[src/common/servo_status_pkg.sv]
/*
  Constants, register map and carrier types for the servo remote status outputs.
  Assumes a single 40 MHz control clock and a 32-bit Avalon-MM register master.
*/
package servo_status_pkg;

  // ----------------------------------------------------------------
  // Register map (byte addresses)
  // ----------------------------------------------------------------
  localparam logic [7:0] CTRL_OFS = 8'h00;
  localparam logic [7:0] INPOS_RANGE_OFS = 8'h04;
  localparam logic [7:0] ROUGH_RANGE_OFS = 8'h08;
  localparam logic [7:0] FLAGS_OFS = 8'h0c;
  localparam logic [7:0] IRQ_STATUS_OFS = 8'h10;
  localparam logic [7:0] IRQ_MASK_OFS = 8'h14;

  // ----------------------------------------------------------------
  // Field positions and reset values
  // ----------------------------------------------------------------
  localparam int CTRL_ABS_EN_BIT = 0;
  localparam int CTRL_STATION_DIR_BIT = 1;
  localparam logic [1:0] CTRL_RESET = 2'h0;
  localparam logic [15:0] INPOS_RANGE_RESET = 16'h0064;
  localparam logic [15:0] ROUGH_RANGE_RESET = 16'h0000;
  localparam logic [5:0] IRQ_MASK_RESET = 6'h00;
  localparam int FLAG_W = 6;

  // ----------------------------------------------------------------
  // Carrier types
  // ----------------------------------------------------------------
  // Flag layout: ready at bit 0 up to brake at bit 5, one layout for any station count
  typedef struct packed {
    logic brake_interlock_out;
    logic torque_limiting_flag;
    logic home_return_done_flag;
    logic rough_match_flag;
    logic in_position_flag;
    logic drive_ready_flag;
  } status_flags_t;

  typedef struct packed {
    logic servo_on_cmd;
    logic forced_stop_in;
    logic alarm_reset_cmd_a;
    logic alarm_reset_cmd_b;
    logic fwd_stroke_end_in;
    logic rev_stroke_end_in;
  } remote_in_t;

  typedef enum logic [1:0] {HR_NONE, HR_RUNNING, HR_VALID} home_state_t;

endpackage

[src/core/servo_remote_status.sv]
/*
  Servo remote status outputs: ready, in-position, rough match, home-return done,
  torque limiting and brake interlock, mirrored to fieldbus bits and connector pins,
  with an Avalon-MM register slave and a maskable interrupt.
  Assumes remote inputs arrive asynchronously; motion quantities come from logic on mclk.
*/
`timescale 1ns/10ps
module servo_remote_status #(
  parameter int DROOP_W = 24,
  parameter int RANGE_W = 16
) (
  // Clock and reset
  input wire logic mclk,
  input wire logic rst_n,
  // Remote inputs from the fieldbus and connector
  input wire servo_status_pkg::remote_in_t remote_in,
  // Drive state on mclk
  input wire logic drive_operable,
  input wire logic alarm_active,
  input wire logic signed [DROOP_W-1:0] droop_count,
  input wire logic signed [DROOP_W-1:0] remaining_dist,
  input wire logic torque_at_limit,
  input wire logic home_busy,
  input wire logic home_done_pulse,
  input wire logic abs_position_erase_alarm,
  input wire logic abs_counter_warning,
  input wire logic gear_change_pulse,
  // Status outputs
  output servo_status_pkg::status_flags_t remote_out,
  output servo_status_pkg::status_flags_t external_io_connector,
  output logic irq,
  // Avalon-MM slave
  input wire logic [7:0] avs_address,
  input wire logic avs_read,
  input wire logic avs_write,
  input wire logic [31:0] avs_writedata,
  output logic [31:0] avs_readdata,
  output logic avs_waitrequest
);

  // ----------------------------------------------------------------
  // State
  // ----------------------------------------------------------------
  typedef struct packed {
    servo_status_pkg::remote_in_t sync1;
    servo_status_pkg::remote_in_t sync2;
    logic son_prev;
    logic abs_prev;
    logic dir_prev;
    logic abs_enable;
    logic station_direction_param;
    logic [RANGE_W-1:0] in_position_range_param;
    logic [RANGE_W-1:0] rough_range;
    servo_status_pkg::home_state_t hr;
    servo_status_pkg::status_flags_t flags;
    servo_status_pkg::status_flags_t conn;
    logic [servo_status_pkg::FLAG_W-1:0] irq_sts;
    logic [servo_status_pkg::FLAG_W-1:0] irq_msk;
    logic irq;
    logic [31:0] rdata;
    logic wait_n;
  } state_t;

  state_t st_reg;
  state_t st_next;

  function automatic logic [DROOP_W-1:0] mag(input logic signed [DROOP_W-1:0] v);
    mag = v[DROOP_W-1] ? DROOP_W'(-v) : DROOP_W'(v);
  endfunction

  // ----------------------------------------------------------------
  // Condition decode
  // ----------------------------------------------------------------
  logic son_rise;
  logic hr_clear;
  logic hr_invalidate;
  logic ready_c;
  logic bus_req;
  servo_status_pkg::status_flags_t flags_c;
  assign son_rise = st_reg.sync2.servo_on_cmd & ~st_reg.son_prev;
  assign ready_c = st_reg.sync2.servo_on_cmd & drive_operable & ~alarm_active;
  assign bus_req = avs_read | avs_write;
  assign hr_clear = ~st_reg.sync2.servo_on_cmd | ~st_reg.sync2.forced_stop_in | st_reg.sync2.alarm_reset_cmd_a
    | st_reg.sync2.alarm_reset_cmd_b | alarm_active | ~st_reg.sync2.fwd_stroke_end_in
    | ~st_reg.sync2.rev_stroke_end_in;
  assign hr_invalidate = abs_position_erase_alarm | abs_counter_warning | gear_change_pulse
    | (st_reg.abs_enable & ~st_reg.abs_prev) | (st_reg.station_direction_param ^ st_reg.dir_prev);

  always_comb
  begin
    st_next = st_reg;
    flags_c = st_reg.flags;
    st_next.sync1 = remote_in;
    st_next.sync2 = st_reg.sync1;
    st_next.son_prev = st_reg.sync2.servo_on_cmd;
    st_next.abs_prev = st_reg.abs_enable;
    st_next.dir_prev = st_reg.station_direction_param;

    // Home return tracking; reset state means no return since power-up
    if (hr_invalidate)
      st_next.hr = servo_status_pkg::HR_NONE;
    else if (home_done_pulse)
      st_next.hr = servo_status_pkg::HR_VALID;
    else if (home_busy)
      st_next.hr = servo_status_pkg::HR_RUNNING;

    flags_c.drive_ready_flag = ready_c;
    flags_c.in_position_flag = (mag(droop_count) <= DROOP_W'(st_reg.in_position_range_param)) | son_rise;
    flags_c.rough_match_flag = (mag(remaining_dist) < DROOP_W'(st_reg.rough_range)) | son_rise;
    if (st_reg.abs_enable)
      flags_c.home_return_done_flag = (st_next.hr == servo_status_pkg::HR_VALID) & ~home_busy & ~hr_clear & ready_c;
    else
      flags_c.home_return_done_flag = (st_next.hr == servo_status_pkg::HR_VALID) & ~home_busy;
    flags_c.torque_limiting_flag = torque_at_limit;
    // brake drops on alarm regardless of base circuit
    flags_c.brake_interlock_out = st_reg.sync2.servo_on_cmd & ~alarm_active;
    st_next.flags = flags_c;
    st_next.conn = flags_c;

    // Register slave: data set up on the first edge, commit on the edge the master sees low
    st_next.wait_n = 1'b0;
    if (bus_req & ~st_reg.wait_n)
    begin
      st_next.wait_n = 1'b1;
      st_next.rdata = 32'h0;
      if (avs_read)
      begin
        unique case (avs_address)
          servo_status_pkg::CTRL_OFS:
            st_next.rdata = {30'h0, st_reg.station_direction_param, st_reg.abs_enable};
          servo_status_pkg::INPOS_RANGE_OFS:
            st_next.rdata = 32'(st_reg.in_position_range_param);
          servo_status_pkg::ROUGH_RANGE_OFS:
            st_next.rdata = 32'(st_reg.rough_range);
          servo_status_pkg::FLAGS_OFS:
            st_next.rdata = {26'h0, st_reg.flags};
          servo_status_pkg::IRQ_STATUS_OFS:
            st_next.rdata = {26'h0, st_reg.irq_sts};
          servo_status_pkg::IRQ_MASK_OFS:
            st_next.rdata = {26'h0, st_reg.irq_msk};
          default:
            st_next.rdata = 32'h0;
        endcase
      end
    end

    // Sticky events: rising edge of each flag; set wins over a same-cycle clear
    if (avs_write & st_reg.wait_n)
    begin
      unique case (avs_address)
        servo_status_pkg::CTRL_OFS:
        begin
          st_next.abs_enable = avs_writedata[servo_status_pkg::CTRL_ABS_EN_BIT];
          st_next.station_direction_param = avs_writedata[servo_status_pkg::CTRL_STATION_DIR_BIT];
        end
        servo_status_pkg::INPOS_RANGE_OFS:
          st_next.in_position_range_param = avs_writedata[RANGE_W-1:0];
        servo_status_pkg::ROUGH_RANGE_OFS:
          st_next.rough_range = avs_writedata[RANGE_W-1:0];
        servo_status_pkg::IRQ_STATUS_OFS:
          st_next.irq_sts = st_reg.irq_sts & ~avs_writedata[servo_status_pkg::FLAG_W-1:0];
        servo_status_pkg::IRQ_MASK_OFS:
          st_next.irq_msk = avs_writedata[servo_status_pkg::FLAG_W-1:0];
        default:
          st_next.irq_msk = st_reg.irq_msk;
      endcase
    end
    st_next.irq_sts = st_next.irq_sts | (flags_c & ~st_reg.flags);
    st_next.irq = |(st_reg.irq_sts & st_reg.irq_msk);
  end

  always_ff @(posedge mclk)
  begin
    if (!rst_n)
    begin
      st_reg <= '0;
      st_reg.abs_enable <= servo_status_pkg::CTRL_RESET[servo_status_pkg::CTRL_ABS_EN_BIT];
      st_reg.station_direction_param <= servo_status_pkg::CTRL_RESET[servo_status_pkg::CTRL_STATION_DIR_BIT];
      st_reg.in_position_range_param <= RANGE_W'(servo_status_pkg::INPOS_RANGE_RESET);
      st_reg.rough_range <= RANGE_W'(servo_status_pkg::ROUGH_RANGE_RESET);
      st_reg.irq_msk <= servo_status_pkg::IRQ_MASK_RESET;
      st_reg.hr <= servo_status_pkg::HR_NONE;
    end
    else
      st_reg <= st_next;
  end

  // ----------------------------------------------------------------
  // Outputs
  // ----------------------------------------------------------------
  // Waitrequest idles high so no access completes before the slave has looked at it
  assign remote_out = st_reg.flags;
  assign external_io_connector = st_reg.conn;
  assign irq = st_reg.irq;
  assign avs_readdata = st_reg.rdata;
  assign avs_waitrequest = ~st_reg.wait_n;
endmodule

[config.mk]
export PLATFORM = sky130hd
export DESIGN_NAME = servo_remote_status
export DESIGN_NICKNAME = d
export VERILOG_FILES = /design/src/common/servo_status_pkg.sv /design/src/core/servo_remote_status.sv
export SDC_FILE = /design/constraint.sdc
export NUM_CORES = 1
export LEC_CHECK = 0
export BUFFER_PORTS_ARGS = -buffer_cell sky130_fd_sc_hd__buf_2
export CAP_MARGIN = 10
export CORE_ASPECT_RATIO = 1.75
export CORE_UTILIZATION = 40
export CTS_BUF_LIST = sky130_fd_sc_hd__clkbuf_16
export CTS_CLUSTER_SIZE = 40
export DETAILED_ROUTE_END_ITERATION = 7
export PLACE_DENSITY = 0.64
export SKIP_CTS_REPAIR_TIMING = 1
export SLEW_MARGIN = 20
export SYNTH_ARGS = -nofsm -noshare
export SYNTH_HDL_FRONTEND = slang
export SYNTH_SLANG_ARGS = --single-unit
[constraint.sdc]
create_clock -name mclk -period 5.9 [get_ports mclk]
set_input_delay 0.295 -clock mclk [delete_from_list [all_inputs] [get_ports mclk]]
set_output_delay 0.295 -clock mclk [all_outputs]
set_load 0.01 [all_outputs]
==> results of run 1 <==
[power by group]
part	leakage [nW]	internal (mW)	switching, mW	total [mW]
sequential	0.705	0.595	0.00436	0.599
clock	0.141	0.328	0.236	0.564
combinational	1.64	0.0821	0.115	0.197
[cells in the final DEF (no fill, tap or decap), types with 16 or more instances in the layout]
cell	n
inv_1	47
nor2_1	58
o21ai_0	33
buf_2	119
conb_1	16
xnor2_1	30
and2_1	28
ha_1	33
a21oi_1	38
mux2i_1	36
dfxtp_1	87
nand2_1	84
[how the worst max path moves through the flow]
| stage | end | from | cells past startpoint |
|---|---|---|---|
| CTS | st_reg[42] | remaining_dist[0] | 14 |
| detailed placement | st_reg[41] | droop_count[11] | 12 |
| global placement | st_reg[42] | remaining_dist[0] | 14 |
| global route | st_reg[41] | droop_count[11] | 12 |
| finish | st_reg[41] | droop_count[11] | 12 |
| floorplan | st_reg[41] | droop_count[11] | 11 |
[layer usage]
metal	part of all wire [%]	wire length (um)	GRT usage (%)
met3	4.2	611	2.627
met4	3.5	507	9.146
met2	54	7783	39.86
met1	39	5576	20.57
met5	0	0	0
[kinds of logic (layout without fill, tap and decap cells)]
group,after synthesis,in the layout,share of synthesized area (%)
AOI/OAI and AO/OA,139,139,15.85
xor gates and xnor gates,31,31,4.863
adders and majority gates,33,33,7.396
buffers and inverters,115,184,11.03
DFF,87,87,31.20
muxes,36,36,6.455
other,1,17,0.06717
and+or+nand+nor,253,253,23.15
[layout make-up]
type                    count  area, sq um  area share [%]
diodes                      1        2.502         0.03957
well taps                 174        217.7           3.443
flip-flops and latches     87         1742           27.54
multi-input cells         508         3282           51.90
clock inverters             7        71.32           1.128
clock buffers               9        225.2           3.562
inverters                  48        180.2           2.849
repair buffers            120        603.1           9.537
[critical path, delay by kind of cell]
family | cells | cell delay, ns
fa+ha+maj | 1 | 0.30
simple gates | 5 | 1.76
compound gates | 4 | 0.71
buf+inv | 1 | 0.12
xor+xnor | 1 | 0.11
[metrics by stage]
stage          util [%]  cell area, sq um  power [mW]
6_report          46.76              6324       1.360
3_3_place_gp      44.55              6025      0.8078
5_1_grt           46.76              6324       1.417
3_5_place_dp      44.55              6025      0.8103
2_1_floorplan         -              5639      0.7393
4_1_cts           46.74              6321       1.367
==> results.sh, run 1 <==
export IMPL_slew_headroom_pct=32.94
export IMPL_antenna_found_initial=1
export IMPL_netlist_top_cells_count="dfxtp_1, nand2_1, nor2_1, inv_1, buf_4"
export IMPL_power_per_cell_area_nw_per_um2=215.0
export IMPL_yosys_area_top_type="dfxtp_1"
export IMPL_synth_ff_type="dfxtp_1"
export IMPL_ys_seq_area_share_pct=31.20
export IMPL_period_share_pct=51.21
export IMPL_status="completed"
export IMPL_syn_area_sq_um=5583
export IMPL_wire_per_inst_um=15.18
export IMPL_dp_cells=937
export IMPL_max_freq_mhz=331.0
export IMPL_postRouteAntennaNets=0
export IMPL_grt_pass1_vias=4849
export IMPL_grt_overflow=0
export IMPL_grt_pass1_wl_um=22840
export IMPL_dp_worst_setup_slack_ns=2.521
export IMPL_drt_pass1_iter_count=7
export IMPL_ys_ff_latch=87
export IMPL_die_width_um=91.31
export IMPL_slowest_delay_ns=0.56
export IMPL_cts_tree="done"
export IMPL_power_leakage_nw=2.488
export IMPL_yosysMostFrequentCell="dfxtp_1"
export IMPL_clk_pin_slew_ns=0.06
export IMPL_grt_start_max_net_pins=46
export IMPL_coreArea_sq_um=13520
export IMPL_fillerInstances=1416
export IMPL_yosys_warnings=0
export IMPL_fin_cells=954
export IMPL_timing_hold_worst_class="input pin to flip-flop"
export IMPL_start_util_pct=41.28
export IMPL_fin_skew_ns=0.006911
export IMPL_nets=913
export IMPL_yosys_cell_types_count=58
export IMPL_maxCapViolations=0
export IMPL_crit_arrival_ns=3.30
export IMPL_r2r_start="st_reg[67]"
export IMPL_synthTopCellsByArea="dfxtp_1, ha_1, mux2i_1, buf_4, nand2_1"
export IMPL_hold_viol_final=0
export IMPL_setup_viol=0
export IMPL_cts_max_path_buffers=2
export IMPL_clk_latency_ns=0.34
export IMPL_critical_path_required_ns=6.18
export IMPL_die_area_sq_um=14450
export IMPL_syn_area_per_cell_sq_um=8.033
export IMPL_reg2reg_slack_ns=3.74
export IMPL_drt_first_iter_violations=224
export IMPL_cts_sinks=87
export IMPL_cts_made_buffers=9
export IMPL_setup_worst_path_class="input pin to flip-flop"
export IMPL_crit_slowest_cell="or4_1"
export IMPL_cp_start_kind="input pin"
export IMPL_crit_path_cell_trace="buf_2 > or4_1 > or3_1 > o31ai_1 > xnor2_1 > ha_1 > nand4_1 > nor4_1 > o31ai_1 > nor4_1 > a31o_2 > a32o_1"
export IMPL_gp_congestion=0.8777
export IMPL_portBuffers=119
export IMPL_hold_depth=2
export IMPL_peakVddDrop_mv=0.1177
export IMPL_crit_fanout=3
export IMPL_min_period_ns=3.021
export IMPL_setup_ws_ns=2.879
export IMPL_synthCells=695
export IMPL_reg2reg_depth=9
export IMPL_hpwl_um=11520
export IMPL_drc=0
export IMPL_fin_hold_ws_ns=0.1332
export IMPL_vias=5119
export IMPL_largest_register_ffs=55
export IMPL_worst_slew_pin_slew_ns=1.003
export IMPL_whs_endpoint="st_reg[58]"
export IMPL_async_flop_share_pct=0
export IMPL_std_cell_rows=56
export IMPL_drive_above_1_share_pct=18.61
export IMPL_setup_tns_ns=0
export IMPL_rsz0062_at_grt="false"
export IMPL_worstHoldStart="home_done_pulse"
export IMPL_cts_htree_levels=3
export IMPL_io_pins=152
export IMPL_synth_edf_count=0
export IMPL_r2r_end="st_reg[42]"
export IMPL_drt_vias_per_instance=5.366
export IMPL_report_final_slew_viol_count=0
export IMPL_cp_end_kind="flip-flop"
export IMPL_wirelength_um=14480
export IMPL_synth_top_cell_area_share_pct=31.20
export IMPL_die_height_um=158.3
export IMPL_cts_root_buf="clkbuf_16"
export IMPL_grt_use_total_pct=20.07
export IMPL_area_growth_pct=13.27
No activity file was read; power rests on OpenSTA's default activity.
==> inputs of run 2 (changes only) <==
- PLACE_DENSITY: 0.64 -> 0.66
- clock period: 5.9 -> 2.4 ns (I/O delays scaled with it)
==> results.sh, run 2 (same netlist as run 1, synthesis figures left out) <==
export IMPL_final_cell_area_sq_um=7233
export IMPL_crit_arrival_ns=2.76
export IMPL_violations="negative setup slack"
export IMPL_slew_headroom_pct=49.44
export IMPL_setup_viol=1
export IMPL_maxCapViolations=0
export IMPL_hpwl_um=12500
export IMPL_final_common_cell="buf_2"
export IMPL_multi_input_area_sq_um=3472
export IMPL_reg2reg_depth=9
export IMPL_status="finished, violations left"
export IMPL_report_final_slew_viol_count=0
export IMPL_worst_slew_pin_slew_ns=0.7582
export IMPL_cp_end_kind="flip-flop"
export IMPL_hold_depth=2
export IMPL_p_total_mw=3.474
export IMPL_grt_use_total_pct=21.39
export IMPL_coreArea_sq_um=13520
export IMPL_hold_viol_final=0
export IMPL_power_leakage_nw=2.952
export IMPL_largest_register_ffs=55
export IMPL_seqCellArea_sq_um=1742
export IMPL_clk_latency_ns=0.34
export IMPL_std_cell_rows=56
export IMPL_die_area_sq_um=14450
export IMPL_fin_skew_ns=0.009161
export IMPL_max_freq_mhz=396.7
export IMPL_postRouteAntennaNets=0
export IMPL_setup_worst_path_class="input pin to flip-flop"
export IMPL_drive_above_1_share_pct=28.94
export IMPL_setup_ws_ns=-0.1208
export IMPL_die_height_um=158.3
export IMPL_die_width_um=91.31
export IMPL_rsz0062_at_grt="true"
export IMPL_clk_pin_slew_ns=0.06
export IMPL_drt_pass1_iter_count=7
export IMPL_cts_root_buf="clkbuf_16"
export IMPL_io_pins=152
export IMPL_drc=0
export IMPL_critical_path_required_ns=2.63
export IMPL_grt_start_max_net_pins=39
export IMPL_cts_tree="done"
export IMPL_area_growth_pct=29.56
export IMPL_vias=5420
export IMPL_drt_vias_per_instance=5.222
export IMPL_cts_max_path_buffers=2
export IMPL_dpl_cell_area_sq_um=6651
export IMPL_portBuffers=119
export IMPL_wirelength_um=15570
export IMPL_fillerInstances=1316
export IMPL_antenna_found_initial=0
export IMPL_cp_start_kind="input pin"
export IMPL_wire_per_inst_um=15.00
export IMPL_drt_first_iter_violations=142
export IMPL_timing_hold_worst_class="input pin to flip-flop"
export IMPL_power_per_cell_area_nw_per_um2=480.3
export IMPL_layout_common_cells="buf_2, dfxtp_1, nand2_1"
export IMPL_cts_sinks=87
export IMPL_gp_congestion=0.8941
export IMPL_period_share_pct=105.0
export IMPL_cts_made_buffers=9
export IMPL_grt_overflow=0
export IMPL_grt_pass1_vias=5199
export IMPL_diodes=0
export IMPL_grt_pass1_wl_um=24250
export IMPL_peakVddDrop_mv=0.3521
export IMPL_start_util_pct=41.28
export IMPL_cts_htree_levels=3
export IMPL_crit_fanout=3
export IMPL_nets=998
export IMPL_min_period_ns=2.521
[run 2: changes by cell type in the layout (fill, tap and decap cells not counted), moves of 3 or more]
cell           previous run  this run
o31ai_4                   0         3
dlygate4sd3_1             0         7
o31ai_1                  13         7
o21ai_2                   0         4
buf_4                     1        77
o31ai_2                   0         3
buf_2                   119       113
nor4_2                    0         4
buf_6                     0         5
nor4_1                   12         7
o21ai_0                  33        27
[run 2: worst paths after layout]
check	from	endpoint	slack, ns
worst min-delay path	remote_in[4]	st_next[101]	0.001
worst min register to register	st_next[100]	st_reg[100]	0.43
worst max register to register	st_reg[77]	st_reg[41]	0.35
worst max-delay path	droop_count[11]	st_reg[41]	-0.12
[run 2: area by class of cell]
cell class / instances / area share, %
clock buffer: 9 / 3.114
clock inverter: 7 / 0.9860
inverter: 48 / 2.491
multi-input combinational: 508 / 48.00
sequential: 87 / 24.08
tap: 174 / 3.010
timing repair buffer: 205 / 18.32
[run 2: report_power, final]
part / internal, mW / switching [mW] / total [mW] / leakage (nW)
registers: 1.46 / 0.0121 / 1.47 / 0.705
clock network: 0.808 / 0.582 / 1.39 / 0.142
logic: 0.288 / 0.322 / 0.609 / 2.11
total: 2.56 / 0.916 / 3.47 / 2.95
[run 2: worst max-delay path, stage by stage]
cell and delay [ns]:
buf_6 0.09, or4_4 0.53, or3_4 0.37, o31ai_4 0.19, xnor2_1 0.10, ha_1 0.29, nand4_1 0.15, a2111o_1 0.31
a21oi_1 0.15, nor4_1 0.07, a31o_2 0.21, a32o_1 0.19
[run 2: per-layer routing]
metal	vias up	GRT usage [%]	wire [um]
met1	2517	21.03	5701
met2	154	43.07	8620
li1	2714	-	-
met3	35	3.200	689
met4	0	10.13	563
met5	-	0	0
[run 2: through the flow]
stage	instances	utilization, %	setup TNS [ns]	hold WS [ns]	worst slack [ns]
after global routing	1038	53.49	-0.4991	0.01042	-0.2334
after floorplan	710	-	-0.5505	0.1993	-0.3248
after CTS	1027	51.38	-0.5969	-0.05383	-0.2128
after detailed placement	1011	49.19	-1.969	0.3066	-0.5689
after global placement	1011	49.16	-1.723	0.3054	-0.5443
final	1038	53.49	-0.1208	0.001446	-0.1208
